$ cat src/verilog/ctp_pkg.sv
`default_nettype none
package ctp_pkg;

  // ===================================================
  // Register byte addresses on the bus
  localparam logic [7:0] ADDR_LOWER_CONTROL     = 8'h00;
  localparam logic [7:0] ADDR_UPPER_CONTROL     = 8'h04;
  localparam logic [7:0] ADDR_WIDTH_LOW_BYTE    = 8'h08;
  localparam logic [7:0] ADDR_WIDTH_HIGH_BYTE   = 8'h0c;
  localparam logic [7:0] ADDR_PERIOD_LOW_BYTE   = 8'h10;
  localparam logic [7:0] ADDR_PERIOD_HIGH_BYTE  = 8'h14;
  localparam logic [7:0] ADDR_STATUS            = 8'h18;

  // ===================================================
  // Control field positions
  localparam int CTL_PRELOAD_BIT = 7;
  localparam int CTL_RUN_BIT     = 3;
  localparam int CTL_SRC_LSB     = 4;
  localparam int CTL_MODE_LSB    = 0;
  localparam int STATUS_FLOP_BIT = 16;

  // ===================================================
  // Reset values
  localparam logic [7:0]  CTL_RESET   = 8'h00;
  localparam logic [7:0]  BYTE_RESET  = 8'h00;
  localparam logic [15:0] COUNT_RESET = 16'h0000;
  localparam logic [15:0] COUNT_FULL  = 16'hffff;

  // ===================================================
  // Lower control mode that cascades the lower counter into the upper
  localparam logic [2:0] LOWER_MODE_CASCADE = 3'h3;

  // Upper control operating modes
  typedef enum logic [2:0] {
    CTP_MODE_TIMER16 = 3'b100,
    CTP_MODE_WARMUP  = 3'b101,
    CTP_MODE_PWM16   = 3'b110,
    CTP_MODE_PULSE16 = 3'b111
  } ctp_mode_t;

  // ===================================================
  // Source clock selections
  localparam logic [2:0] SRC_DIV2K   = 3'h0;
  localparam logic [2:0] SRC_DIV128  = 3'h1;
  localparam logic [2:0] SRC_DIV32   = 3'h2;
  localparam logic [2:0] SRC_DIV8    = 3'h3;
  localparam logic [2:0] SRC_SLOW    = 3'h4;
  localparam logic [2:0] SRC_DIV2    = 3'h5;
  localparam logic [2:0] SRC_DIV1    = 3'h6;
  localparam int         SHIFT_DIV2K  = 11;
  localparam int         SHIFT_DIV128 = 7;
  localparam int         SHIFT_DIV32  = 5;
  localparam int         SHIFT_DIV8   = 3;
  localparam int         SHIFT_DIV2   = 1;

endpackage
`default_nettype wire

$ cat src/verilog/ctp_sync.sv
`timescale 1ns/10ps
`default_nettype none
module ctp_sync (
  input  wire logic core_clk,
  input  wire logic rst,
  input  wire logic async_in,
  output logic      level_q
);

  logic meta_q;
  logic s2_q;
  logic s3_q;

  // ===================================================
  // Three stages; the level only moves once stages two and three agree
  always_ff @(posedge core_clk or posedge rst) begin
    if (rst) begin
      meta_q  <= 1'b0;
      s2_q    <= 1'b0;
      s3_q    <= 1'b0;
      level_q <= 1'b0;
    end else begin
      meta_q <= async_in;
      s2_q   <= meta_q;
      s3_q   <= s2_q;
      if (s2_q == s3_q) begin
        level_q <= s3_q;
      end
    end
  end

endmodule
`default_nettype wire

$ cat src/verilog/ctp_prescale.sv
`timescale 1ns/10ps
`default_nettype none
module ctp_prescale #(
  parameter int DIV_W = 11
) (
  input  wire logic       core_clk,
  input  wire logic       rst,
  input  wire logic [2:0] src_sel,
  input  wire logic       slow_rise,
  output logic            tick_q
);

  logic [DIV_W-1:0] div_q;

  // Tick when the low n divider bits are all ones: one tick per 2^n clocks
  function automatic logic ones_low(input logic [DIV_W-1:0] v, input int n);
    logic r;
    r = 1'b1;
    for (int i = 0; i < DIV_W; i++) begin
      if (i < n && !v[i]) begin
        r = 1'b0;
      end
    end
    return r;
  endfunction

  // ===================================================
  // Free running divider shared by every source choice except the slow pin and main clock / 1
  always_ff @(posedge core_clk or posedge rst) begin
    if (rst) begin
      div_q <= '0;
    end else begin
      div_q <= div_q + 1'b1;
    end
  end

  // ===================================================
  // Source select
  always_ff @(posedge core_clk or posedge rst) begin
    if (rst) begin
      tick_q <= 1'b0;
    end else begin
      case (src_sel)
        ctp_pkg::SRC_DIV2K:  tick_q <= ones_low(div_q, ctp_pkg::SHIFT_DIV2K);
        ctp_pkg::SRC_DIV128: tick_q <= ones_low(div_q, ctp_pkg::SHIFT_DIV128);
        ctp_pkg::SRC_DIV32:  tick_q <= ones_low(div_q, ctp_pkg::SHIFT_DIV32);
        ctp_pkg::SRC_DIV8:   tick_q <= ones_low(div_q, ctp_pkg::SHIFT_DIV8);
        ctp_pkg::SRC_SLOW:   tick_q <= slow_rise;
        ctp_pkg::SRC_DIV2:   tick_q <= ones_low(div_q, ctp_pkg::SHIFT_DIV2);
        ctp_pkg::SRC_DIV1:   tick_q <= 1'b1;
        default:             tick_q <= 1'b0;
      endcase
    end
  end

endmodule
`default_nettype wire

$ cat src/verilog/ctp_timer.sv
`timescale 1ns/10ps
`default_nettype none
// How it works
// - Lower and upper byte counters run as one sixteen bit up-counter.
// - Pulse mode: width match inverts the output flop, counting continues.
// - Pulse mode: period match inverts flop, clears counter, raises timer_irq.
// - Preload control bit sets the flop's starting level, choosing pulse polarity.
// - Reset clears the output flop to zero.
// - The pulse pin always shows the inverse of the output flop.
// - Pulse mode compare registers act at once; software leaves them alone running.
// - Stopping holds the pin level; only a later preload write or a reset changes it.
// - Upper control: run is bit 3, preload bit 7; clearing 7 drives pin high.
// - Lower control 33H selects main clock divided by eight, cascaded mode.
// - Upper control 056H selects PWM stopped; 05EH also starts it.
// - Upper control 057H selects pulse mode stopped; 05FH also starts it.
// - Warm-up mode times oscillator settling, slow or fast source variant.
// - Warm-up mode compares only the upper period byte; low byte ignored.
// - PWM: width match inverts flop; overflow inverts, clears, raises timer_irq.
// - PWM width writes while running wait in a shadow until the interrupt.
// - Warm-up match clears the counter and raises timer_irq.
module ctp_timer #(
  parameter int DIV_W = 11
) (
  input  wire logic        core_clk,
  input  wire logic        rst,
  input  wire logic        wb_cyc_i,
  input  wire logic        wb_stb_i,
  input  wire logic        wb_we_i,
  input  wire logic [7:0]  wb_adr_i,
  input  wire logic [3:0]  wb_sel_i,
  input  wire logic [31:0] wb_dat_i,
  output logic      [31:0] wb_dat_o,
  output logic             wb_ack_o,
  input  wire logic        slow_clk_in,
  output logic             pulse_out_pin,
  output logic             timer_irq
);

  logic [7:0]  lower_control_q;
  logic [7:0]  upper_control_q;
  logic [7:0]  width_low_byte_q;
  logic [7:0]  width_high_byte_q;
  logic [15:0] width_act_q;
  logic [15:0] width_act_d;
  logic [7:0]  period_low_byte_q;
  logic [7:0]  period_high_byte_q;
  logic [15:0] cnt_q;
  logic [15:0] cnt_d;
  logic        output_flop_q;
  logic        output_flop_d;
  logic        irq_d;
  logic        ack_q;
  logic [31:0] dat_q;
  logic        slow_level;
  logic        slow_prev_q;
  logic        src_tick;
  logic        req;
  logic        wr_go;
  logic        wr_upper;
  logic        run;
  logic        cascaded;
  logic        tick;
  logic        start;
  logic        toggle;
  logic [15:0] period;
  logic        width_match;
  logic        period_match;
  logic        warm_match;
  logic        overflow;
  logic        pwm_run;
  logic [2:0]  mode_bits;
  ctp_pkg::ctp_mode_t mode;

  function automatic logic hit(input logic [7:0] adr, input logic [7:0] reg_adr);
    return adr == reg_adr;
  endfunction

  // ===================================================
  // Slow source clock pin
  ctp_sync u_sync (
    .core_clk (core_clk),
    .rst      (rst),
    .async_in (slow_clk_in),
    .level_q  (slow_level)
  );

  always_ff @(posedge core_clk or posedge rst) begin
    if (rst) begin
      slow_prev_q <= 1'b0;
    end else begin
      slow_prev_q <= slow_level;
    end
  end

  ctp_prescale #(
    .DIV_W (DIV_W)
  ) u_prescale (
    .core_clk  (core_clk),
    .rst       (rst),
    .src_sel   (lower_control_q[ctp_pkg::CTL_SRC_LSB +: 3]),
    .slow_rise (slow_level & ~slow_prev_q),
    .tick_q    (src_tick)
  );

  // ===================================================
  // Bus slave: ack one cycle after the request, write commits with ack
  assign req      = wb_cyc_i & wb_stb_i;
  assign wr_go    = req & wb_we_i & ack_q & wb_sel_i[0];
  assign wr_upper = wr_go & hit(wb_adr_i, ctp_pkg::ADDR_UPPER_CONTROL);

  always_ff @(posedge core_clk or posedge rst) begin
    if (rst) begin
      ack_q <= 1'b0;
    end else begin
      ack_q <= req & ~ack_q;
    end
  end

  // Reads of the width bytes return the shadow copy
  always_ff @(posedge core_clk or posedge rst) begin
    if (rst) begin
      dat_q <= '0;
    end else if (req & ~ack_q & ~wb_we_i) begin
      if (hit(wb_adr_i, ctp_pkg::ADDR_LOWER_CONTROL)) begin
        dat_q <= {24'h000000, lower_control_q};
      end else if (hit(wb_adr_i, ctp_pkg::ADDR_UPPER_CONTROL)) begin
        dat_q <= {24'h000000, upper_control_q};
      end else if (hit(wb_adr_i, ctp_pkg::ADDR_WIDTH_LOW_BYTE)) begin
        dat_q <= {24'h000000, width_low_byte_q};
      end else if (hit(wb_adr_i, ctp_pkg::ADDR_WIDTH_HIGH_BYTE)) begin
        dat_q <= {24'h000000, width_high_byte_q};
      end else if (hit(wb_adr_i, ctp_pkg::ADDR_PERIOD_LOW_BYTE)) begin
        dat_q <= {24'h000000, period_low_byte_q};
      end else if (hit(wb_adr_i, ctp_pkg::ADDR_PERIOD_HIGH_BYTE)) begin
        dat_q <= {24'h000000, period_high_byte_q};
      end else if (hit(wb_adr_i, ctp_pkg::ADDR_STATUS)) begin
        dat_q <= {15'h0000, output_flop_q, cnt_q};
      end else begin
        dat_q <= '0;
      end
    end
  end

  assign wb_ack_o = ack_q;
  assign wb_dat_o = dat_q;

  // ===================================================
  // Control and compare registers
  always_ff @(posedge core_clk or posedge rst) begin
    if (rst) begin
      lower_control_q    <= ctp_pkg::CTL_RESET;
      upper_control_q    <= ctp_pkg::CTL_RESET;
      width_low_byte_q   <= ctp_pkg::BYTE_RESET;
      width_high_byte_q  <= ctp_pkg::BYTE_RESET;
      period_low_byte_q  <= ctp_pkg::BYTE_RESET;
      period_high_byte_q <= ctp_pkg::BYTE_RESET;
    end else if (wr_go) begin
      if (hit(wb_adr_i, ctp_pkg::ADDR_LOWER_CONTROL)) begin
        lower_control_q <= wb_dat_i[7:0];
      end else if (hit(wb_adr_i, ctp_pkg::ADDR_UPPER_CONTROL)) begin
        upper_control_q <= wb_dat_i[7:0];
      end else if (hit(wb_adr_i, ctp_pkg::ADDR_WIDTH_LOW_BYTE)) begin
        width_low_byte_q <= wb_dat_i[7:0];
      end else if (hit(wb_adr_i, ctp_pkg::ADDR_WIDTH_HIGH_BYTE)) begin
        width_high_byte_q <= wb_dat_i[7:0];
      end else if (hit(wb_adr_i, ctp_pkg::ADDR_PERIOD_LOW_BYTE)) begin
        period_low_byte_q <= wb_dat_i[7:0];
      end else if (hit(wb_adr_i, ctp_pkg::ADDR_PERIOD_HIGH_BYTE)) begin
        period_high_byte_q <= wb_dat_i[7:0];
      end
    end
  end

  // ===================================================
  // Mode decode and compares
  assign run       = upper_control_q[ctp_pkg::CTL_RUN_BIT];
  assign mode_bits = upper_control_q[ctp_pkg::CTL_MODE_LSB +: 3];
  assign mode      = ctp_pkg::ctp_mode_t'(mode_bits);
  // Upper modes only count while the lower half is in cascade
  assign cascaded  = lower_control_q[ctp_pkg::CTL_MODE_LSB +: 3] == ctp_pkg::LOWER_MODE_CASCADE;
  assign tick      = run & cascaded & src_tick;
  assign start     = wr_upper & ~run & wb_dat_i[ctp_pkg::CTL_RUN_BIT];
  assign period    = {period_high_byte_q, period_low_byte_q};
  assign width_match  = cnt_q == width_act_q;
  assign period_match = cnt_q == period;
  assign warm_match   = cnt_q == {period_high_byte_q, 8'h00};
  assign overflow     = cnt_q == ctp_pkg::COUNT_FULL;
  assign pwm_run      = run & (mode == ctp_pkg::CTP_MODE_PWM16);

  // ===================================================
  // Counter and match events
  always_comb begin
    cnt_d  = cnt_q;
    toggle = 1'b0;
    irq_d  = 1'b0;
    if (start) begin
      cnt_d = ctp_pkg::COUNT_RESET;
    end else if (tick) begin
      cnt_d = cnt_q + 16'h0001;
      case (mode)
        ctp_pkg::CTP_MODE_PULSE16: begin
          toggle = width_match ^ period_match;
          if (period_match) begin
            cnt_d = ctp_pkg::COUNT_RESET;
            irq_d = 1'b1;
          end
        end
        ctp_pkg::CTP_MODE_PWM16: begin
          toggle = width_match ^ overflow;
          if (overflow) begin
            cnt_d = ctp_pkg::COUNT_RESET;
            irq_d = 1'b1;
          end
        end
        ctp_pkg::CTP_MODE_WARMUP: begin
          if (warm_match) begin
            cnt_d = ctp_pkg::COUNT_RESET;
            irq_d = 1'b1;
          end
        end
        ctp_pkg::CTP_MODE_TIMER16: begin
          if (period_match) begin
            cnt_d = ctp_pkg::COUNT_RESET;
            irq_d = 1'b1;
          end
        end
        default: begin
          cnt_d = cnt_q;
        end
      endcase
    end
  end

  always_ff @(posedge core_clk or posedge rst) begin
    if (rst) begin
      cnt_q     <= ctp_pkg::COUNT_RESET;
      timer_irq <= 1'b0;
    end else begin
      cnt_q     <= cnt_d;
      timer_irq <= irq_d;
    end
  end

  // ===================================================
  // Active width: shadowed only while PWM runs, direct otherwise
  always_comb begin
    width_act_d = width_act_q;
    if (!pwm_run) begin
      width_act_d = {width_high_byte_q, width_low_byte_q};
    end else if (irq_d) begin
      width_act_d = {width_high_byte_q, width_low_byte_q};
    end
  end

  always_ff @(posedge core_clk or posedge rst) begin
    if (rst) begin
      width_act_q <= ctp_pkg::COUNT_RESET;
    end else begin
      width_act_q <= width_act_d;
    end
  end

  // ===================================================
  // Output flop: preload only from a write made while stopped, so a
  // stopping write never disturbs the held level
  always_comb begin
    output_flop_d = output_flop_q;
    if (wr_upper & ~run) begin
      output_flop_d = wb_dat_i[ctp_pkg::CTL_PRELOAD_BIT];
    end else if (toggle) begin
      output_flop_d = ~output_flop_q;
    end
  end

  always_ff @(posedge core_clk or posedge rst) begin
    if (rst) begin
      output_flop_q <= 1'b0;
      pulse_out_pin <= 1'b1;
    end else begin
      output_flop_q <= output_flop_d;
      pulse_out_pin <= ~output_flop_d;
    end
  end

  // ===================================================
  // Checks
  a_pin_inverse: assert property (@(posedge core_clk) disable iff (rst)
    pulse_out_pin == ~output_flop_q)
    else $error("pin not inverse of flop");

  a_reset_flop_low: assert property (@(posedge core_clk)
    $fell(rst) |-> !output_flop_q && pulse_out_pin)
    else $error("flop not zero after reset");

  a_pulse_width_tog: assert property (@(posedge core_clk) disable iff (rst)
    (tick && !start && mode == ctp_pkg::CTP_MODE_PULSE16 && width_match && !period_match)
    |=> (output_flop_q != $past(output_flop_q)) && (cnt_q == $past(cnt_q) + 16'h0001))
    else $error("width match did not toggle and keep counting");

  a_pulse_period_clr: assert property (@(posedge core_clk) disable iff (rst)
    (tick && !start && mode == ctp_pkg::CTP_MODE_PULSE16 && period_match)
    |=> cnt_q == 16'h0000 && timer_irq ##1 !timer_irq)
    else $error("period match did not clear and interrupt");

  a_pwm_overflow: assert property (@(posedge core_clk) disable iff (rst)
    (tick && !start && mode == ctp_pkg::CTP_MODE_PWM16 && overflow && !width_match)
    |=> cnt_q == 16'h0000 && timer_irq && output_flop_q != $past(output_flop_q))
    else $error("pwm overflow wrong");

  a_warm_match_clr: assert property (@(posedge core_clk) disable iff (rst)
    (tick && !start && mode == ctp_pkg::CTP_MODE_WARMUP && cnt_q[7:0] == 8'h00
     && cnt_q[15:8] == period_high_byte_q) |=> cnt_q == 16'h0000 && timer_irq)
    else $error("warm-up match wrong");

  a_stop_holds_pin: assert property (@(posedge core_clk) disable iff (rst)
    (!run && !wr_upper) [*2] |-> $stable(pulse_out_pin))
    else $error("pin moved while stopped");

  a_start_from_zero: assert property (@(posedge core_clk) disable iff (rst)
    start |=> cnt_q == 16'h0000 && run)
    else $error("start did not zero counter");

  a_idle_no_count: assert property (@(posedge core_clk) disable iff (rst)
    !run && !start |=> $stable(cnt_q) && !timer_irq)
    else $error("counter moved while stopped");

  a_shadow_load: assert property (@(posedge core_clk) disable iff (rst)
    (pwm_run && !irq_d) |=> $stable(width_act_q))
    else $error("pwm width loaded outside interrupt");

  a_bus_ack: assert property (@(posedge core_clk) disable iff (rst)
    (req && !ack_q) |=> wb_ack_o ##1 !wb_ack_o)
    else $error("ack not one cycle after request");

endmodule
`default_nettype wire

$ cat config.mk
export PLATFORM = sky130hd
export DESIGN_NAME = ctp_timer
export DESIGN_NICKNAME = d
export VERILOG_FILES = /design/src/verilog/ctp_pkg.sv /design/src/verilog/ctp_sync.sv /design/src/verilog/ctp_prescale.sv /design/src/verilog/ctp_timer.sv
export SDC_FILE = /design/constraint.sdc
export NUM_CORES = 1
export LEC_CHECK = 0
export BUFFER_PORTS_ARGS = -buffer_cell sky130_fd_sc_hd__buf_2
export CORE_UTILIZATION = 45
export DETAILED_ROUTE_END_ITERATION = 10
export HOLD_SLACK_MARGIN = 0.03
export PLACE_DENSITY = 0.64
export REMOVE_ABC_BUFFERS = 1
export SLEW_MARGIN = 10
export SYNTH_ARGS = -nofsm -noshare
export SYNTH_HDL_FRONTEND = slang
export SYNTH_HIERARCHICAL = 1
export SYNTH_SLANG_ARGS = --single-unit
$ cat constraint.sdc
create_clock -name core_clk -period 3.7 [get_ports core_clk]
set_clock_uncertainty 0.15 [all_clocks]
set_input_delay 0.37 -clock core_clk [delete_from_list [all_inputs] [get_ports core_clk]]
set_output_delay 0.37 -clock core_clk [all_outputs]
set_load 0.01 [all_outputs]
# Word-level counts from Yosys, hierarchy flattened
# Index checks and enable logic that the tools add are counted.
[word_totals]
reg_bits = 133
inputBits = 50
out_inout_bits = 35
[classes]
n_addsub = 2
n_eq_ne = 23
n_mux = 38
bitwise = 26
reduce_logical = 12
[op_table]
columns = ["op", "n"]
rows = [
  ["$mux 17", 7],
  ["$mux 16", 7],
  ["$eq 16x16->1", 3],
  ["$pmux 16 s3", 1],
  ["$eq 8x5->1 const B", 3],
  ["$eq 3x3->1 const B", 7],
  ["$mux 1", 20],
  ["$add 16x1->16 const B", 1],
  ["$eq 16x16->1 const B", 1],
  ["$eq 8x4->1 const B", 2],
  ["$and 1x1->1", 13],
  ["$add 11x1->11 const B", 1],
  ["$not 1->1", 11],
  ["$eq 3x2->1 const B", 3],
  ["$eq 8x3->1 const B", 1],
  ["$logic_not 8->1", 1],
  ["$pmux 1 s7", 1],
  ["$reduce_and 7->1", 1],
  ["$reduce_and 6->1", 1],
  ["$reduce_and 5->1", 1],
  ["$reduce_and 2->1", 2],
  ["$reduce_and 4->1", 1],
  ["$reduce_bool 4->1", 1],
  ["$eq 3x1->1 const B", 1],
  ["9 further kinds", 10],
]

# Longest topological paths before layout
[depth]
ltp_word = 12
depth_mapped = 9

# Modules after synthesis
# Netlist, hierarchy kept.
[by_module_without_submodules]
columns = ["module", "instances", "cells_per_inst", "area_each_um2", "seq_area_each_um2"]
rows = [
  ["ctp_timer", 1, 496, 5345.1, 2553.7],
  ["ctp_prescale", 1, 49, 568.0, 300.3],
  ["ctp_sync", 1, 6, 115.1, 100.1],
]

# Worst setup path after synthesis
# Ideal clock, no wire load.
[synth_path]
path_type = "reg2reg"
start = "register cnt_q[1]"
end = "register width_act_q[0]"
setup_time_ns = 0.125
arrival_ns = 2.039
required_time_ns = 3.425
slack_ns = 1.386
path_stages_with_launch = 10
path_buffers = 2
synth_period_minus_slack_ns = 2.314
cell_sequence = "dfrtp_1 buf_6 xor2_1 nor4_1 nand4_1 a21oi_4 o21a_4 nor2_4 buf_6 mux2_4"
[synth_via]
elab_chain_len = 6
elab_cells_between_ends = 10
classes_between = "eq/ne (4); mux (6)"
[synth_lines]
columns = ["element", "line", "text"]
rows = [
  ["start, declared", "ctp_timer.sv:47", "logic [15:0] cnt_q;"],
  ["start signal, assigned", "ctp_timer.sv:236", "cnt_q <= ctp_pkg::COUNT_RESET;"],
  ["start signal, assigned", "ctp_timer.sv:239", "cnt_q <= cnt_d;"],
  ["$eq 16x16->1 (on tied branches)", "ctp_timer.sv:185, ctp_timer.sv:186, ctp_timer.sv:187", ""],
  ["$mux 1 (on tied branches)", "--", ""],
  ["$pmux 1 s3 *", "ctp_timer.sv:200", "case (mode)"],
  ["$mux 1 *", "ctp_timer.sv:198", "end else if (tick) begin"],
  ["$mux 1 *", "ctp_timer.sv:196", "if (start) begin"],
  ["net irq_d", "ctp_timer.sv:51", "logic irq_d;"],
  ["$ne 2x2->1 (no source line) *", "--", ""],
  ["end signal, assigned", "ctp_timer.sv:257", "width_act_q <= ctp_pkg::COUNT_RESET;"],
  ["end signal, assigned", "ctp_timer.sv:259", "width_act_q <= width_act_d;"],
  ["end, declared", "ctp_timer.sv:43", "logic [15:0] width_act_q;"],
]
# The timed path passes the listed nets; every way through them passes the cells marked *.
# A chain may end at the register's enable or synchronous reset.

# Final worst setup path
[layout_path]
start = "register cnt_q[7]"
end = "register width_act_q[2]"
# Same word-level chain as after synthesis.

==> results.py <==
metrics = {
    "status": {
        "status": "completed",
    },
    "clock_tree": {
        "cts_max_level": 4,
        "cts.repair.resized": 0,
        "clk_path_buf_depth": 2,
        "cts_root_buffer": "clkbuf_16",
        "cts_sinks": 118,
        "postCtsHoldBufs": 2,
        "cts-buffers-inserted": 17,
        "postCtsSetupBuffers": 0,
        "cts_tree": "built",
        "clk_latency_ns": 0.41,
        "clk_pin_slew_ns": 0.06,
    },
    "cells_and_area": {
        "layout.nets": 644,
        "n_fill_cell": 1118,
        "diodes": 0,
        "postLayoutCellArea_um2": 6937,
        "fin_util_pct": 54.09,
        "layout-area-overhead-vs-synth_pct": 15.07,
        "layout-drive-gt1-share_pct": 26.04,
    },
    "pwr": {
        "power.net_switching_mw": 0.6651,
        "p_sw_share_pct": 21.72,
        "power_frac_comb_pct": 3.2,
        "report.power.total_mw": 3.063,
        "clkPwrFrac_pct": 54.3,
        "p_int_mw": 2.398,
        "ir_drop_mv": 0.3368,
        "p_leak_nw": 3.417,
        "power_frac_seq_pct": 42.5,
        "powerDensity_nw_per_um2": 441.5,
    },
    "floorplanning": {
        "die_y_um": 117.7,
        "initial_core_util_pct": 47.00,
        "die-area_um2": 13860,
        "ios": 85,
        "rows": 41,
        "die_x_um": 117.7,
        "core_um2": 12820,
    },
    "synthesis": {
        "synth-warning-count": 6,
        "synth-seq-area-share_pct": 49.00,
        "synth_edf_count": 0,
        "yosys_most_used_dff": "dfrtp_1",
        "async_flop_share_pct": 100.0,
        "yosysUniqueCellTypes": 61,
        "syn-cell-area_um2": 6028,
        "ys_ff_latch": 118,
        "netlist_instances": 551,
        "syn_area_per_cell_um2": 10.94,
    },
    "route": {
        "ant_nets": 0,
        "first_pass_iters": 5,
        "route.detailed.drc": 0,
        "wirelength_mm": 14.11,
        "num_vias": 4310,
        "wl_per_cell_um": 18.20,
        "drt_iter0_markers": 266,
        "viasPerCell": 5.561,
    },
    "placed_design": {
        "dpl_cell_area_um2": 6316,
        "hpwlAfterDp_mm": 9.855,
        "routabilityCongestion": 0.8849,
        "io_buffers": 42,
    },
    "setup_path": {
        "cp-start-kind": "register",
        "cp-end-kind": "register",
        "rr_worst_depth": 7,
        "crit_fanout": 16,
        "crit_type": "reg -> reg",
        "required_ns": 3.85,
        "arrival_ns": 2.87,
        "r2r_slack_ns": 0.98,
    },
    "global_routing": {
        "track_usage_pct": 21.76,
        "grt_pass1_vias": 4225,
        "grt_max_degree": 103,
        "overflow": 0,
        "grt_pass1_wl_mm": 23.00,
        "antenna_found_initial": 0,
    },
    "timing": {
        "finalSetupTns_ns": 0,
        "hold_viol": 0,
        "period_share_pct": 73.50,
        "finalSetupViolations": 0,
        "fmax_ghz": 0.3677,
        "slew_violations": 0,
        "holdWs_ns": 0.1230,
        "slew_headroom_pct": 47.00,
        "min_period_ns": 2.719,
        "worst_pin_slew_ns": 0.7921,
        "rsz0062_at_grt": "false",
    },
    "flow_run": {
        "cap_violations": 0,
    },
    "worst_hold_path": {
        "min_path_cells": 3,
        "hp-class": "in -> reg",
    },
}
power by group through the flow:
stage	combinational [mW]	sequential (mW)	clock, mW
final	0.0976	1.30	1.66
after global routing	0.109	1.30	1.75
after CTS	0.0988	1.30	1.69
after detailed placement	0.0968	1.33	0
after global placement	0.0947	1.32	0
after floorplan	0.0458	1.33	0
placed cells by master, fill, tap and decap left out, types with 13 or more instances in the layout:
cell type | Yosys | layout
nand4_1 | 14 | 14
buf_2 | 8 | 42
xor2_1 | 36 | 36
nor2_1 | 28 | 28
dfrtp_1 | 117 | 117
mux2_2 | 49 | 49
nor4_1 | 13 | 13
o21ai_0 | 41 | 41
clkbuf_16 | 0 | 17
nand2_1 | 43 | 43
mux2i_1 | 17 | 17
a21oi_1 | 21 | 21
conb_1 | 1 | 15
flip-flops by register name, indices dropped and copies added, names as in the netlist, 8 cells and up:
| name | flops |
|---|---|
| lower_control_q | 8 |
| upper_control_q | 8 |
| cnt_q | 16 |
| wb_dat_o | 17 |
| u_prescale/div_q | 11 |
| width_high_byte_q | 8 |
| period_high_byte_q | 8 |
| period_low_byte_q | 8 |
| width_act_q | 16 |
| width_low_byte_q | 8 |
final timing paths:
path                               start              to
max reg2reg                     cnt_q[7]  width_act_q[2]
max                             cnt_q[7]  width_act_q[2]
min in group asynchronous            rst     u_sync/s3_q
min                             wb_stb_i        wb_ack_o
min reg2reg                u_sync/meta_q     u_sync/s2_q
max in group asynchronous            rst        cnt_q[3]
metrics by stage:
step,setup WS [ns],instances
after floorplan,0.5062,520
after global placement,0.9041,741
after detailed placement,0.8341,741
after CTS,1.013,775
after global routing,0.8594,775
final,0.9806,775
critical path, stage by stage (launching register included):
cell	delay (ns)
dfrtp_1	0.54
xor2_1	0.21
nor4_1	0.46
nand4_1	0.26
a21oi_4	0.32
o21a_4	0.19
nor2_4	0.13
mux2_4	0.33
Yosys cell counts (all sizes together), types with 2 or more instances:
| library cell | n | area (um^2) |
|---|---|---|
| dfrtp | 117 | 2928 |
| mux2 | 61 | 724.4 |
| nand2 | 44 | 167.7 |
| o21ai | 42 | 210.2 |
| xor2 | 36 | 315.3 |
| nor2 | 30 | 122.6 |
| buf | 28 | 193.9 |
| a21oi | 22 | 121.4 |
| clkbuf | 17 | 63.81 |
| mux2i | 17 | 170.2 |
| nor4 | 15 | 115.1 |
| nand4 | 14 | 87.58 |
| inv | 13 | 48.80 |
| a22o | 11 | 96.34 |
| nand3 | 11 | 60.06 |
| nor3 | 10 | 70.07 |
| xnor2 | 9 | 78.83 |
| and3 | 7 | 43.79 |
| ha | 4 | 50.05 |
| a21o | 3 | 22.52 |
| nand2b | 3 | 18.77 |
| nand3b | 3 | 22.52 |
| or3 | 3 | 18.77 |
| a221o | 2 | 20.02 |
| a31oi | 2 | 12.51 |
| and2 | 2 | 12.51 |
| and4 | 2 | 17.52 |
| nor2b | 2 | 12.51 |
| nor3b | 2 | 20.02 |
| nor4b | 2 | 17.52 |
| o21a | 2 | 22.52 |
| or2 | 2 | 12.51 |
cells by family after synthesis:
| kind of cell | Yosys count | synth area share [%] |
|---|---|---|
| xor+xnor | 45 | 6.538 |
| other cells | 1 | 0.06221 |
| buf+inv | 58 | 5.085 |
| flops | 118 | 49.00 |
| fa+ha+maj | 5 | 1.017 |
| mux | 78 | 14.84 |
| compound gates | 91 | 9.402 |
| simple gates | 155 | 14.05 |
final cells by class:
type                            instances  area, um^2  share of cell area [%]
Multi-Input combinational cell        389        2820                   40.66
Tap cell                              172       215.2                   3.102
Clock inverter                         12       153.9                   2.219
Inverter                               13       51.30                  0.7395
Timing Repair Buffer                   51       295.3                   4.257
Sequential cell                       118        2954                   42.59
Clock buffer                           20       446.7                   6.439
layer usage:
layer	GRT usage (%)	part of all wire (%)	vias to the layer above
met1	30.40	47	2134
met5	0	0	-
li1	-	-	2008
met2	32.87	46	144
met4	8.654	2.2	0
met3	4.651	5.0	24
Note: power is estimated with default switching activity, not from simulation.
